$ cat src/rtl/pcr_pkg.sv
// constants of the peak-cancellation crest reduction core
// Behaviour
// RL1: one new input sample is taken every fold-rate clock cycles
// RL2: interleaved iq input offered only for fold rate 2 or 4
// RL3: interleaved iq output offered only for fold rate 2 or 4
// RL4: clip engine count is set separately for every stage
// RL5: the source supplies odd symmetric pulse coefficients, count equals length
// RL6: one to four coefficient sets, each in its own bank
// RL7: bank 1 needs sets above 1, bank 2 above 2, bank 3 needs 4
// RL8: bank select input exists only with more than one set
// RL9: cancellation uses the bank number driven on the select input
// RL10: a bank without supplied contents holds arbitrary evaluation values
// RL11: input sample width is 11 to 18 bits
// RL12: coefficient width is 11 to 18 bits
// RL13: output sample width is 11 to 18 bits
// RL14: threshold is the default, or the control input when dynamic; the code uses the default for a zero control input
// RL15: window width is the default, or the control input when dynamic; the code uses the default for a control input below 3
// RL16: optional 16-bit gain multiplies the data leaving the last stage
// RL17: synchronous reset exists only when that option is selected
// RL18: clock enable exists only when that option is selected
// RL19: default threshold range 1 to 262143, default 73707
// RL20: default window width range 3 to 31, default 9
// RL21: with clock enable low, all state and outputs hold
package pcr_pkg;
  localparam int FOLD_RATE      = 2;
  localparam bit IN_INTERLEAVED = 1'b1;
  localparam bit OUT_INTERLEAVED = 1'b1;
  localparam int N_STAGES       = 2;
  localparam int ENGINES_S0     = 4;
  localparam int ENGINES_S1     = 4;
  localparam int PULSE_LEN      = 15;
  localparam int COE_SETS       = 4;
  localparam int DIN_W          = 18;
  localparam int COE_W          = 18;
  localparam int DOUT_W         = 18;
  localparam int TH_W           = 18;
  localparam logic [17:0] DEFAULT_TH  = 18'h11feb;
  localparam int SK_W           = 5;
  localparam logic [4:0]  DEFAULT_SK  = 5'h09;
  localparam logic [4:0]  SK_MIN      = 5'h03;
  localparam bit DYNAMIC_TH     = 1'b1;
  localparam bit DYNAMIC_SK     = 1'b1;
  localparam bit OUT_GAIN       = 1'b1;
  localparam int GAIN_W         = 16;
  localparam int GAIN_FRAC      = 14;
  localparam bit HAS_SRST       = 1'b1;
  localparam bit HAS_CE         = 1'b1;
  localparam int FOLD_CNT_W     = 2;
  localparam logic [1:0] FOLD_LAST = 2'(FOLD_RATE - 1);
  localparam int SEL_W          = 2;
  localparam int HALF_LEN       = PULSE_LEN / 2;
endpackage

$ cat src/rtl/pcr_skid.sv
// two-entry buffer with valid and ready on both sides
`timescale 1ns/10ps
module pcr_skid
  import pcr_pkg::*;
#(
  parameter int W = 36
) (
  // clock and reset
  input  wire logic         clk,
  input  wire logic         rst,
  input  wire logic         ce,
  // fill side
  input  wire logic         in_valid,
  output logic              in_ready,
  input  wire logic [W-1:0] in_data,
  // drain side
  output logic              out_valid,
  input  wire logic         out_ready,
  output logic [W-1:0]      out_data
);
  logic [W-1:0] mem [2];
  logic         wptr;
  logic         rptr;
  logic [1:0]   count;
  wire do_push = ce && in_valid && (count != 2'h2);
  wire do_pop  = ce && out_ready && (count != 2'h0);

  assign in_ready  = (count != 2'h2);
  assign out_valid = (count != 2'h0);
  assign out_data  = mem[rptr];

  always_ff @(posedge clk) begin
    if (do_push) begin
      mem[wptr] <= in_data;
    end
  end

  always_ff @(posedge clk) begin
    if (rst) begin
      wptr  <= 1'b0;
      rptr  <= 1'b0;
      count <= 2'h0;
    end else begin
      if (do_push) wptr <= ~wptr;
      if (do_pop)  rptr <= ~rptr;
      count <= 2'(count + {1'b0, do_push} - {1'b0, do_pop});
    end
  end

  full_empty_a: assert property (@(posedge clk) disable iff (rst)
    !(in_ready == 1'b0 && out_valid == 1'b0))
    else $error("buffer both full and empty");
endmodule // pcr_skid

$ cat src/rtl/pcr_core.sv
// peak-cancellation crest reduction core top level
`timescale 1ns/10ps
module pcr_core
  import pcr_pkg::*;
(
  // clock, reset, enable
  input  wire logic                clk,
  input  wire logic                rst,
  input  wire logic                ce,
  // input samples
  input  wire logic                in_valid,
  input  wire logic [DIN_W-1:0]    in_i,
  input  wire logic [DIN_W-1:0]    in_q,
  // output samples
  output logic                     out_valid,
  input  wire logic                out_ready,
  output logic [DOUT_W-1:0]        out_i,
  output logic [DOUT_W-1:0]        out_q,
  output logic                     out_is_q,
  // control
  input  wire logic [TH_W-1:0]     threshold,
  input  wire logic [SK_W-1:0]     window_width,
  input  wire logic [SEL_W-1:0]    coeffs_select,
  input  wire logic [GAIN_W-1:0]   out_gain,
  // status
  output logic                     in_stall,
  output logic                     peak_seen
);
  ////////////////////////////////////////////////////////////////////////
  // configuration-dependent port presence
  wire en     = HAS_CE ? ce : 1'b1;                           // RL18 RL21
  wire srst   = HAS_SRST ? rst : 1'b0;                        // RL17
  wire [SEL_W-1:0] sel_eff =
    (COE_SETS > 1) ? coeffs_select : '0;                      // RL8
  wire [TH_W-1:0] th_eff =
    (DYNAMIC_TH && threshold != '0) ? threshold : DEFAULT_TH; // RL14 RL19
  wire sk_ok = (window_width >= SK_MIN);
  wire [SK_W-1:0] sk_eff =
    (DYNAMIC_SK && sk_ok) ? window_width : DEFAULT_SK;        // RL15 RL20

  ////////////////////////////////////////////////////////////////////////
  // coefficient banks; only half the pulse is stored, and only its centre tap is read
  logic signed [COE_W-1:0] bank [COE_SETS][HALF_LEN+1];
  // contents are arbitrary evaluation values with no file supplied
  always_comb begin                                           // RL10
    for (int b = 0; b < COE_SETS; b++) begin
      for (int k = 0; k <= HALF_LEN; k++) begin
        bank[b][k] = COE_W'(((k + 1) * 997 + b * 131) % 4096);
      end
    end
  end
  wire [SEL_W-1:0] bank_idx =
    (int'(sel_eff) < COE_SETS) ? sel_eff : '0;                // RL6 RL7 RL9
  // the odd symmetric shape is relied on to store half the taps
  wire signed [COE_W-1:0] peak_tap = bank[bank_idx][HALF_LEN]; // RL5

  ////////////////////////////////////////////////////////////////////////
  // sample intake, one sample per fold period
  logic [FOLD_CNT_W-1:0]   fold_cnt;
  logic                    phase_q;
  logic signed [DIN_W-1:0] hold_i;
  wire slot_last  = (fold_cnt == FOLD_LAST);                  // RL1
  wire il_in      = IN_INTERLEAVED && (FOLD_RATE == 2 || FOLD_RATE == 4); // RL2
  wire take_i     = en && in_valid && il_in && !phase_q;
  wire take_pair  = en && in_valid && (il_in ? phase_q : 1'b1);
  wire [DIN_W-1:0] s_i = il_in ? hold_i : in_i;
  wire [DIN_W-1:0] s_q = in_q;
  logic buf_ready;

  always_ff @(posedge clk) begin
    if (srst) begin
      fold_cnt <= '0;
      phase_q  <= 1'b0;
      hold_i   <= '0;
    end else if (en) begin
      fold_cnt <= slot_last ? '0 : fold_cnt + 1'b1;
      if (take_i) hold_i <= in_i;
      if (take_i) phase_q <= 1'b1;
      else if (take_pair) phase_q <= 1'b0;
    end
  end

  ////////////////////////////////////////////////////////////////////////
  // clip stages: a peak over the threshold is pulled back by a scaled tap while a clip engine is free
  logic signed [DIN_W+1:0] st_i [N_STAGES+1];
  logic signed [DIN_W+1:0] st_q [N_STAGES+1];
  logic                    st_v [N_STAGES+1];
  logic [N_STAGES-1:0]     st_peak;
  assign st_i[0] = (DIN_W+2)'(signed'(s_i));
  assign st_q[0] = (DIN_W+2)'(signed'(s_q));
  assign st_v[0] = take_pair && buf_ready;

  for (genvar s = 0; s < N_STAGES; s++) begin : g_stage
    localparam int NE = (s == 0) ? ENGINES_S0 : ENGINES_S1;   // RL4
    logic [3:0] engines_busy;
    wire [DIN_W+1:0] mag_i = st_i[s][DIN_W+1] ? -st_i[s] : st_i[s];
    wire [DIN_W+1:0] mag_q = st_q[s][DIN_W+1] ? -st_q[s] : st_q[s];
    wire [DIN_W+2:0] mag = {1'b0, mag_i} + {1'b0, mag_q};
    wire over = ({2'b0, mag} > {2'b0, th_eff}) && st_v[s]
                && (int'(engines_busy) < NE);
    logic signed [DIN_W+1:0] r_i;
    logic signed [DIN_W+1:0] r_q;
    logic                    r_v;
    logic                    r_peak;
    wire signed [DIN_W+1:0] corr = (DIN_W+2)'(peak_tap >>> 8);
    always_ff @(posedge clk) begin
      if (srst) begin
        r_i <= '0;
        r_q <= '0;
        r_v <= 1'b0;
        r_peak <= 1'b0;
        engines_busy <= '0;
      end else if (en) begin
        r_v    <= st_v[s];
        r_peak <= over;
        r_i    <= over ? st_i[s] - (st_i[s][DIN_W+1] ? -corr : corr)
                       : st_i[s];
        r_q    <= over ? st_q[s] - (st_q[s][DIN_W+1] ? -corr : corr)
                       : st_q[s];
        // one engine released per valid sample in fold slot 0 that claims no engine, while the window width is non-zero
        if (over) engines_busy <= engines_busy + 1'b1;
        else if (engines_busy != 0 && st_v[s] && fold_cnt == 0
                 && sk_eff != 0) engines_busy <= engines_busy - 1'b1;
      end
    end
    assign st_i[s+1] = r_i;
    assign st_q[s+1] = r_q;
    assign st_v[s+1] = r_v;
    assign st_peak[s] = r_peak;
  end

  ////////////////////////////////////////////////////////////////////////
  // output gain and saturation to the output width
  wire signed [DIN_W+1:0] last_i = st_i[N_STAGES];
  wire signed [DIN_W+1:0] last_q = st_q[N_STAGES];
  wire signed [DIN_W+GAIN_W+2:0] prod_i =
    last_i * $signed({1'b0, out_gain});                       // RL16
  wire signed [DIN_W+GAIN_W+2:0] prod_q =
    last_q * $signed({1'b0, out_gain});
  wire signed [DIN_W+2:0] g_i = OUT_GAIN ?
    (DIN_W+3)'(prod_i >>> GAIN_FRAC) : (DIN_W+3)'(last_i);
  wire signed [DIN_W+2:0] g_q = OUT_GAIN ?
    (DIN_W+3)'(prod_q >>> GAIN_FRAC) : (DIN_W+3)'(last_q);
  localparam logic signed [DIN_W+2:0] SAT_HI =
    (DIN_W+3)'((1 <<< (DOUT_W-1)) - 1);
  localparam logic signed [DIN_W+2:0] SAT_LO =
    (DIN_W+3)'(-(1 <<< (DOUT_W-1)));
  wire [DOUT_W-1:0] y_i = (g_i > SAT_HI) ? DOUT_W'(SAT_HI) :
    (g_i < SAT_LO) ? DOUT_W'(SAT_LO) : DOUT_W'(g_i);          // RL11 RL13
  wire [DOUT_W-1:0] y_q = (g_q > SAT_HI) ? DOUT_W'(SAT_HI) :
    (g_q < SAT_LO) ? DOUT_W'(SAT_LO) : DOUT_W'(g_q);          // RL12

  ////////////////////////////////////////////////////////////////////////
  // buffer in the data path; samples arriving while it is full are dropped
  wire                      b_valid;
  wire [2*DOUT_W-1:0]       b_data;
  logic                     b_ready;
  pcr_skid #(.W(2*DOUT_W)) u_buf (
    .clk       (clk),
    .rst       (srst),
    .ce        (en),
    .in_valid  (st_v[N_STAGES]),
    .in_ready  (buf_ready),
    .in_data   ({y_i, y_q}),
    .out_valid (b_valid),
    .out_ready (b_ready),
    .out_data  (b_data)
  );

  ////////////////////////////////////////////////////////////////////////
  // output register, interleaved or parallel
  wire il_out = OUT_INTERLEAVED && (FOLD_RATE == 2 || FOLD_RATE == 4); // RL3
  logic out_phase;
  wire  out_free = !out_valid || out_ready;
  wire  send_q   = il_out && out_phase;
  assign b_ready = out_free && (!il_out || out_phase);

  always_ff @(posedge clk) begin
    if (srst) begin
      out_valid <= 1'b0;
      out_i     <= '0;
      out_q     <= '0;
      out_is_q  <= 1'b0;
      out_phase <= 1'b0;
      in_stall  <= 1'b0;
      peak_seen <= 1'b0;
    end else if (en) begin                                    // RL21
      in_stall  <= !buf_ready;
      peak_seen <= |st_peak;
      if (out_free) begin
        out_valid <= b_valid;
        if (b_valid) begin
          out_i    <= (il_out && !send_q) ? b_data[2*DOUT_W-1:DOUT_W]
                    : (il_out ? b_data[DOUT_W-1:0]
                              : b_data[2*DOUT_W-1:DOUT_W]);
          out_q    <= b_data[DOUT_W-1:0];
          out_is_q <= send_q;
          if (il_out) out_phase <= ~out_phase;
        end
      end
    end
  end

  ////////////////////////////////////////////////////////////////////////
  // checks
  hold_when_off_a: assert property (@(posedge clk) disable iff (rst)
    !en |=> $stable(out_valid) && $stable(out_i))             // RL21
    else $error("output moved with enable low");
  fold_wrap_a: assert property (@(posedge clk) disable iff (rst)
    en && slot_last |=> fold_cnt == 0)                        // RL1
    else $error("fold counter did not wrap");
  bank_range_a: assert property (@(posedge clk) disable iff (rst)
    int'(bank_idx) < COE_SETS)                                // RL7
    else $error("bank index beyond configured sets");
  sk_range_a: assert property (@(posedge clk) disable iff (rst)
    sk_eff >= SK_MIN)                                         // RL20
    else $error("window width below minimum");
  th_nonzero_a: assert property (@(posedge clk) disable iff (rst)
    th_eff != 0)                                              // RL19
    else $error("threshold zero");
  out_hold_a: assert property (@(posedge clk) disable iff (rst)
    out_valid && !out_ready && en |=> out_valid && $stable(out_i)) // RL3
    else $error("output dropped under stall");
  stage_lat_a: assert property (@(posedge clk) disable iff (rst)
    en && st_v[0] ##1 en |-> st_v[1])                         // RL4
    else $error("stage lost a sample");
  sel_use_a: assert property (@(posedge clk) disable iff (rst)
    COE_SETS > 1 && int'(coeffs_select) < COE_SETS
      |-> bank_idx == coeffs_select)                          // RL9
    else $error("bank select ignored");
  cv_peak: cover property (@(posedge clk) peak_seen);
  cv_stall: cover property (@(posedge clk) in_stall);
  cv_q_out: cover property (@(posedge clk) out_valid && out_is_q);
endmodule // pcr_core

$ cat config.mk
export PLATFORM = sky130hd
export DESIGN_NAME = pcr_core
export DESIGN_NICKNAME = d
export VERILOG_FILES = /design/src/rtl/pcr_pkg.sv /design/src/rtl/pcr_skid.sv /design/src/rtl/pcr_core.sv
export SDC_FILE = /design/constraint.sdc
export NUM_CORES = 2
export LEC_CHECK = 0
export CAP_MARGIN = 10
export CORE_MARGIN = 3
export CORE_UTILIZATION = 45
export DETAILED_ROUTE_END_ITERATION = 16
export DONT_BUFFER_PORTS = 1
export SLEW_MARGIN = 0
export SYNTH_ARGS = -nofsm -noshare
export SYNTH_HDL_FRONTEND = slang
export SYNTH_SLANG_ARGS = --single-unit
$ cat constraint.sdc
create_clock -name clk -period 13.5 [get_ports clk]
set_input_delay 0 -clock clk [delete_from_list [all_inputs] [get_ports clk]]
set_output_delay 0 -clock clk [all_outputs]
set_load 0.01 [all_outputs]
# Yosys cells after proc, flatten, opt, wreduce, memory -nomap -nowiden
# Memories as Yosys holds them, arrays and structs flattened. A register that Yosys moved wholly into a read port is not among the register bits.
# Index checks and enable logic that the tools add are counted.
# word_totals
mem_count	1
ramBits	72
latchBits	0
input_bits	82
elab_cells	132
output_inout_bits	40
rom_bits	0
reg_bits	158
# op_classes
order_cmp	10
add_sub_neg	18
mux	33
bitwise	4
eq_ne	2
n_div	0
n_mul	2
n_shift	0
n_reduce_logical	39
# memory_table
name	depth	word_bits	rd	rd_clocked_by_memory_dff	wr	line_no	text
u_buf.mem	2	36	1	1	1	pcr_skid.sv:21	logic [W-1:0] mem [2];
# ops
op	n
144-bit binary-select mux with 2-bit select	1
20-bit two-way mux	12
18-bit two-way mux	8
20-bit by 17-bit multiplier with 35-bit output	2
20-bit by 20-bit adder with 21-bit output	2
21-bit by 18-bit > comparator with 1-bit output	2
21-bit by 18-bit > comparator with 1-bit output (second input constant)	2
21-bit by 18-bit < comparator with 1-bit output (second input constant)	2
18-bit negator with 20-bit output	2
20-bit negator	2
18-bit by 20-bit subtractor with 20-bit output	2
20-bit subtractor	2
10-bit negator with 20-bit output	1
1-bit logical AND	19
18-bit nonzero test	1
4-bit two-way mux	4
2-bit AND reduction	5
4-bit by 1-bit adder with 4-bit output (second input constant)	2
4-bit by 3-bit < comparator with 1-bit output (second input constant)	2
2-bit nonzero test	4
4-bit nonzero test	2
4-bit by 1-bit subtractor with 4-bit output (second input constant)	2
1-bit two-way mux	6
5-bit by 2-bit >= comparator with 1-bit output (second input constant)	1
other kinds (16)	20

# Depth between registers and ports, before layout
# depth
word_depth	8
mapped_depth	33
depth_no_buf	31

# Modules after synthesis
# From an unflattened synthesis, not the netlist that was laid out.
# hier_totals
hier_cells	4446
hier_area_um2	39001.2
# by_module_without_submodules
mod	area_each_um2	seq_area_each_um2	cells_each	n_inst
pcr_core	36158.4	3083.0	4308	1
pcr_skid	2842.7	2262.2	138	1

# Worst setup path before layout
# Ideal clock, no wire load.
# synth_path
kind	reg-to-reg
from	register g_stage[1].r_q[19]
to	memory u_buf.mem[0][12], data pin
path_buffers	4
setup_time_ns	0.257
arrival_ns	6.702
synth_period_minus_slack_ns	6.959
stages_incl_launch_ff	26
slack_ns	6.541
path_cell_list	dfxtp_1 > clkbuf_1 > clkbuf_1 > nand2_1 > fa_1 > fa_1 > inv_1 > fa_1 > fa_1 > fa_1 > inv_1 > fa_1 > inv_1 > ha_1 > o21a_1 > o21a_1 > o21ai_0 > nand2b_1 > and4_1 > a21bo_2 > nand3_1 > a211oi_1 > nand2b_1 > clkbuf_1 > buf_2 > a21o_1
# synth_via
elab_chain_cells	4
word_cells_on_any_way	5
classes_between	mul: 1; order compare: 2; mux: 2
# synth_rtl
item	line_no	text
from (decl)	pcr_core.sv:102	logic signed [DIN_W+1:0] r_q;
from (signal assigned)	pcr_core.sv:118	r_q <= over ? st_q[s] - (st_q[s][DIN_W+1] ? -corr : corr)
20-bit by 17-bit multiplier with 35-bit output *	pcr_core.sv:139	last_q * $signed({1'b0, out_gain});
21-bit by 18-bit < comparator with 1-bit output	pcr_core.sv:151	(g_q < SAT_LO) ? DOUT_W'(SAT_LO) : DOUT_W'(g_q);
18-bit two-way mux	pcr_core.sv:151	
18-bit two-way mux *	pcr_core.sv:150	wire [DOUT_W-1:0] y_q = (g_q > SAT_HI) ? DOUT_W'(SAT_HI) :
via u_buf.in_data[12]	pcr_skid.sv:15	input wire logic [W-1:0] in_data,
to (decl)	pcr_skid.sv:21	
# The timed path passes the listed nets; every way through them passes the cells marked *.

# Final worst setup path
# layout_path
from	register g_stage[1].r_i[7]
to	memory u_buf.mem[1][31], data pin
# layout_via
elab_chain_cells	4
word_cells_on_any_way	5
classes_between	mul: 1; order compare: 2; mux: 2
# layout_rtl
item	line_no	text
from (decl)	pcr_core.sv:101	logic signed [DIN_W+1:0] r_i;
from (signal assigned)	pcr_core.sv:116	r_i <= over ? st_i[s] - (st_i[s][DIN_W+1] ? -corr : corr)
20-bit by 17-bit multiplier with 35-bit output *	pcr_core.sv:137	last_i * $signed({1'b0, out_gain});
21-bit by 18-bit < comparator with 1-bit output	pcr_core.sv:149	(g_i < SAT_LO) ? DOUT_W'(SAT_LO) : DOUT_W'(g_i);
18-bit two-way mux	pcr_core.sv:149	
18-bit two-way mux *	pcr_core.sv:148	wire [DOUT_W-1:0] y_i = (g_i > SAT_HI) ? DOUT_W'(SAT_HI) :
via u_buf.in_data[31]	pcr_skid.sv:15	
# Marked as above.

==> impl_metrics.tcl <==
set metrics [dict create \
    irDropWorstVdd_uv 894 \
    cts_root_buf "clkbuf_16" \
    max_cap_viol_count 0 \
    period_minus_slack_ns 8.20 \
    r2r-end "u_buf.mem[1][31]" \
    p_total_mw 10.5 \
    place_area_um2 40200 \
    clk_latency_ns 0.55 \
    netlist.area_leader.share_pct 31.7 \
    diodes 0 \
    finalNetCount 5477 \
    core_um2 85900 \
    final_max_slew_viol_count 0 \
    dp_hpwl_mm 78.9 \
    cts.sinks 231 \
    path_max_fanout 17 \
    critPathLaunchType "register" \
    post_cts_resized 0 \
    fmax_mhz 122 \
    clkTransAtPathRegs_ns 0.06 \
    route.detailed.drc 0 \
    synth_xor_area_share_pct 4.79 \
    hold_viol_final 0 \
    wl_per_cell_um 18.6 \
    antenna_found_initial 0 \
    drive_gt1_share_pct 2.53 \
    viasPerCell 5.43 \
    fin_util_pct 48.6 \
    cts_setup_buffers 0 \
    grt-ovfl-total 0 \
    synth_fa_ha_area_share_pct 42.2 \
    die-area_um2 91000 \
    synth_ff_type "dfxtp_1" \
    die_w_um 302 \
    synth.distinct_cells 85 \
    synth_mux_area_share_pct 1.31 \
    rr_startpoint "g_stage[1].r_i[7]" \
    drtIter0Drc 1776 \
    vias 30400 \
    grt_start_max_net_pins 152 \
    final.period_utilization_pct 60.7 \
    end_kind "register" \
    initial_utilization_pct 45.8 \
    cpMostUsedCell "fa_1" \
    slew_headroom_pct 26.1 \
    grt_pass1_wl_mm 171 \
    io_buffers 0 \
    drt_pass1_iterations 8 \
    critPathSlowestCell "dfxtp_1" \
    setup_viol 0 \
    gp_congestion 0.891 \
    cp.arrival_ns 8.37 \
    worstPathCellList "nand2_1 > fa_1 > inv_1 > fa_1 > inv_1 > fa_1 > inv_1 > fa_1 > fa_1 > inv_1 > fa_1 > inv_1 > ha_1 > a211oi_1 > nand2_1 > a211oi_1 > o21ai_2 > o21ai_2 > nor4b_1 > or3_4 > o31ai_4 > o21ai_0" \
    ios 122 \
    status "finished, final reports clean" \
    min_from "in_q[6]" \
    cts_buffers 27 \
    worst_r2r_path_depth 22 \
    ys_top_cells_by_count "inv_1, fa_1, nand2_1" \
    dieHeight_um 302 \
    finClkSkew_ns 0.0125 \
    rsz0062_at_grt "no" \
    wl_mm 104 \
    design_area_um2 41800 \
    avgSynthCellArea_um2 8.70 \
    synth_area_leaders "fa_1, ha_1, dfxtp_1, inv_1, nand2_1" \
    synth_compound_area_share_pct 12.2 \
    grt_pass1_vias 31000 \
    tightest_slew_ns 1.10 \
    postCtsHoldBufs 65 \
    synthSimpleGateAreaFrac_pct 16.2 \
    cts_max_level 1 \
    cellPowerDensity_nw_per_um2 252 \
    whs_endpoint "g_stage[0].r_q[6]" \
    cts_tree "yes" \
    synthArstFlopShare_pct 0 \
    worstPathRequired_ns 13.67 \
    grt.total_usage_pct 23.6 \
    core.rowCount 107 \
    rrSetupSlack_ns 5.30 \
    yosysTopAreaCell "fa_1" \
    critPathMaxStageDelay_ns 0.96 \
    synth_top_family_by_area "adder cells" \
    synth_most_common_cell "inv_1" \
    ys_ff_latch 231 \
    min_path_type "input port to register" \
    area_growth_pct 6.27 \
    syn_inst 4522 \
    synth-edff-count 72 \
    yosysSeqAreaShare_pct 13.6 \
    synth_area_um2 39300 \
    setup_tns_ns 0 \
    path_class "register to register" \
    clockBufferDepth 3 \
    yosysWarnings 0 \
    drt.antenna.violating_nets 0 \
    hold_depth 4 \
    p_leak_nw 19.4 \
]
## through the flow
step	setup WS (ns)	cells	hold slack (ns)
4_1_cts	5.49	5607	0.0403
6_report	5.30	5607	0.0718
3_5_place_dp	5.53	5493	0.0831
3_3_place_gp	5.52	5493	0.0796
5_1_grt	4.83	5607	0.118
2_1_floorplan	6.54	4525	0.136
## cell type report
cell class	count	area (µm²)
sequential	231	5350
inverter	805	3020
clock inverter	16	204
fill	8354	44200
tap	1144	1430
clock buffer	33	718
timing repair buffer	91	881
multi-input combinational	3287	30200
## per-layer routing
| metal | vias to the layer above | track usage (%) | wire length, µm |
|---|---|---|---|
| met2 | 748 | 40.2 | 50300 |
| met5 | - | 0 | 0 |
| met1 | 15300 | 33.0 | 47000 |
| met3 | 91 | 2.16 | 5160 |
| li1 | 14300 | - | - |
| met4 | 0 | 4.30 | 1830 |
## flip-flops by register name (all words and copies together) (netlist names), named ones only
signal                count
fold_cnt                  2
g_stage.r_peak            2
out_q                    18
phase_q                   1
out_i                    18
peak_seen                 1
u_buf.wptr                1
hold_i                   18
g_stage.r_q              40
u_buf.rptr                1
out_valid                 1
g_stage.r_v               2
out_is_q                  1
u_buf.count               2
g_stage.r_i              40
in_stall                  1
u_buf.mem                72
out_phase                 1
g_stage.engines_busy      8
## worst max-delay path: cells and delay by family (launching register included)
family / cells / cell delay [ns]
AO/OA/AOI/OAI: 6 / 2.42
adder cells (fa/ha/maj): 7 / 3.37
buffers and inverters: 5 / 0.25
flip-flops: 1 / 0.96
AND/OR/NAND/NOR: 4 / 0.80
## layout by cell type (no fill, tap or decap), drive strengths merged, types with 20 or more instances in the layout
cell | netlist | layout
buf | 25 | 28
nand3 | 44 | 44
xnor2 | 169 | 169
edfxtp | 72 | 72
o31ai | 27 | 27
or3 | 32 | 32
dfxtp | 159 | 159
nand2b | 32 | 32
ha | 330 | 330
fa | 622 | 622
nor2 | 210 | 210
o211ai | 20 | 20
a21oi | 188 | 188
a21o | 85 | 85
a311oi | 30 | 30
inv | 804 | 806
o21ai | 110 | 110
clkbuf | 177 | 33
o21a | 30 | 30
xor2 | 46 | 46
and2 | 257 | 257
nor2b | 42 | 42
dlygate4sd3 | 0 | 63
nand2 | 601 | 601
a211oi | 107 | 107
mux2i | 47 | 47
nor3 | 42 | 42
## worst max path at each step
stage | end | from | slack, ns | cells after the start
6_report | u_buf.mem[1][31] | g_stage[1].r_i[7] | 5.30 | 22
5_1_grt | u_buf.mem[1][30] | g_stage[1].r_i[7] | 4.83 | 22
4_1_cts | u_buf.mem[0][30] | g_stage[1].r_i[7] | 5.49 | 22
3_5_place_dp | u_buf.mem[0][30] | g_stage[1].r_i[7] | 5.53 | 22
3_3_place_gp | u_buf.mem[1][31] | g_stage[1].r_i[7] | 5.52 | 22
2_1_floorplan | u_buf.mem[0][12] | g_stage[1].r_q[19] | 6.54 | 25
## logic make-up (layout without fill, tap and decap cells)
family | Yosys count | count (layout)
buffers and inverters | 1007 | 945
other | 1 | 4
DFF | 231 | 231
AOI/OAI and AO/OA | 714 | 714
adders and majority gates | 952 | 952
muxes | 51 | 51
xor gates and xnor gates | 215 | 215
and+or+nand+nor | 1351 | 1351
## report_power, final
part	internal (mW)	switching (mW)
Combinational	2.86	5.09
Sequential	1.75	0.0664
Clock	0.457	0.307
Total	5.07	5.47
Power figures use the tool's default switching activity.
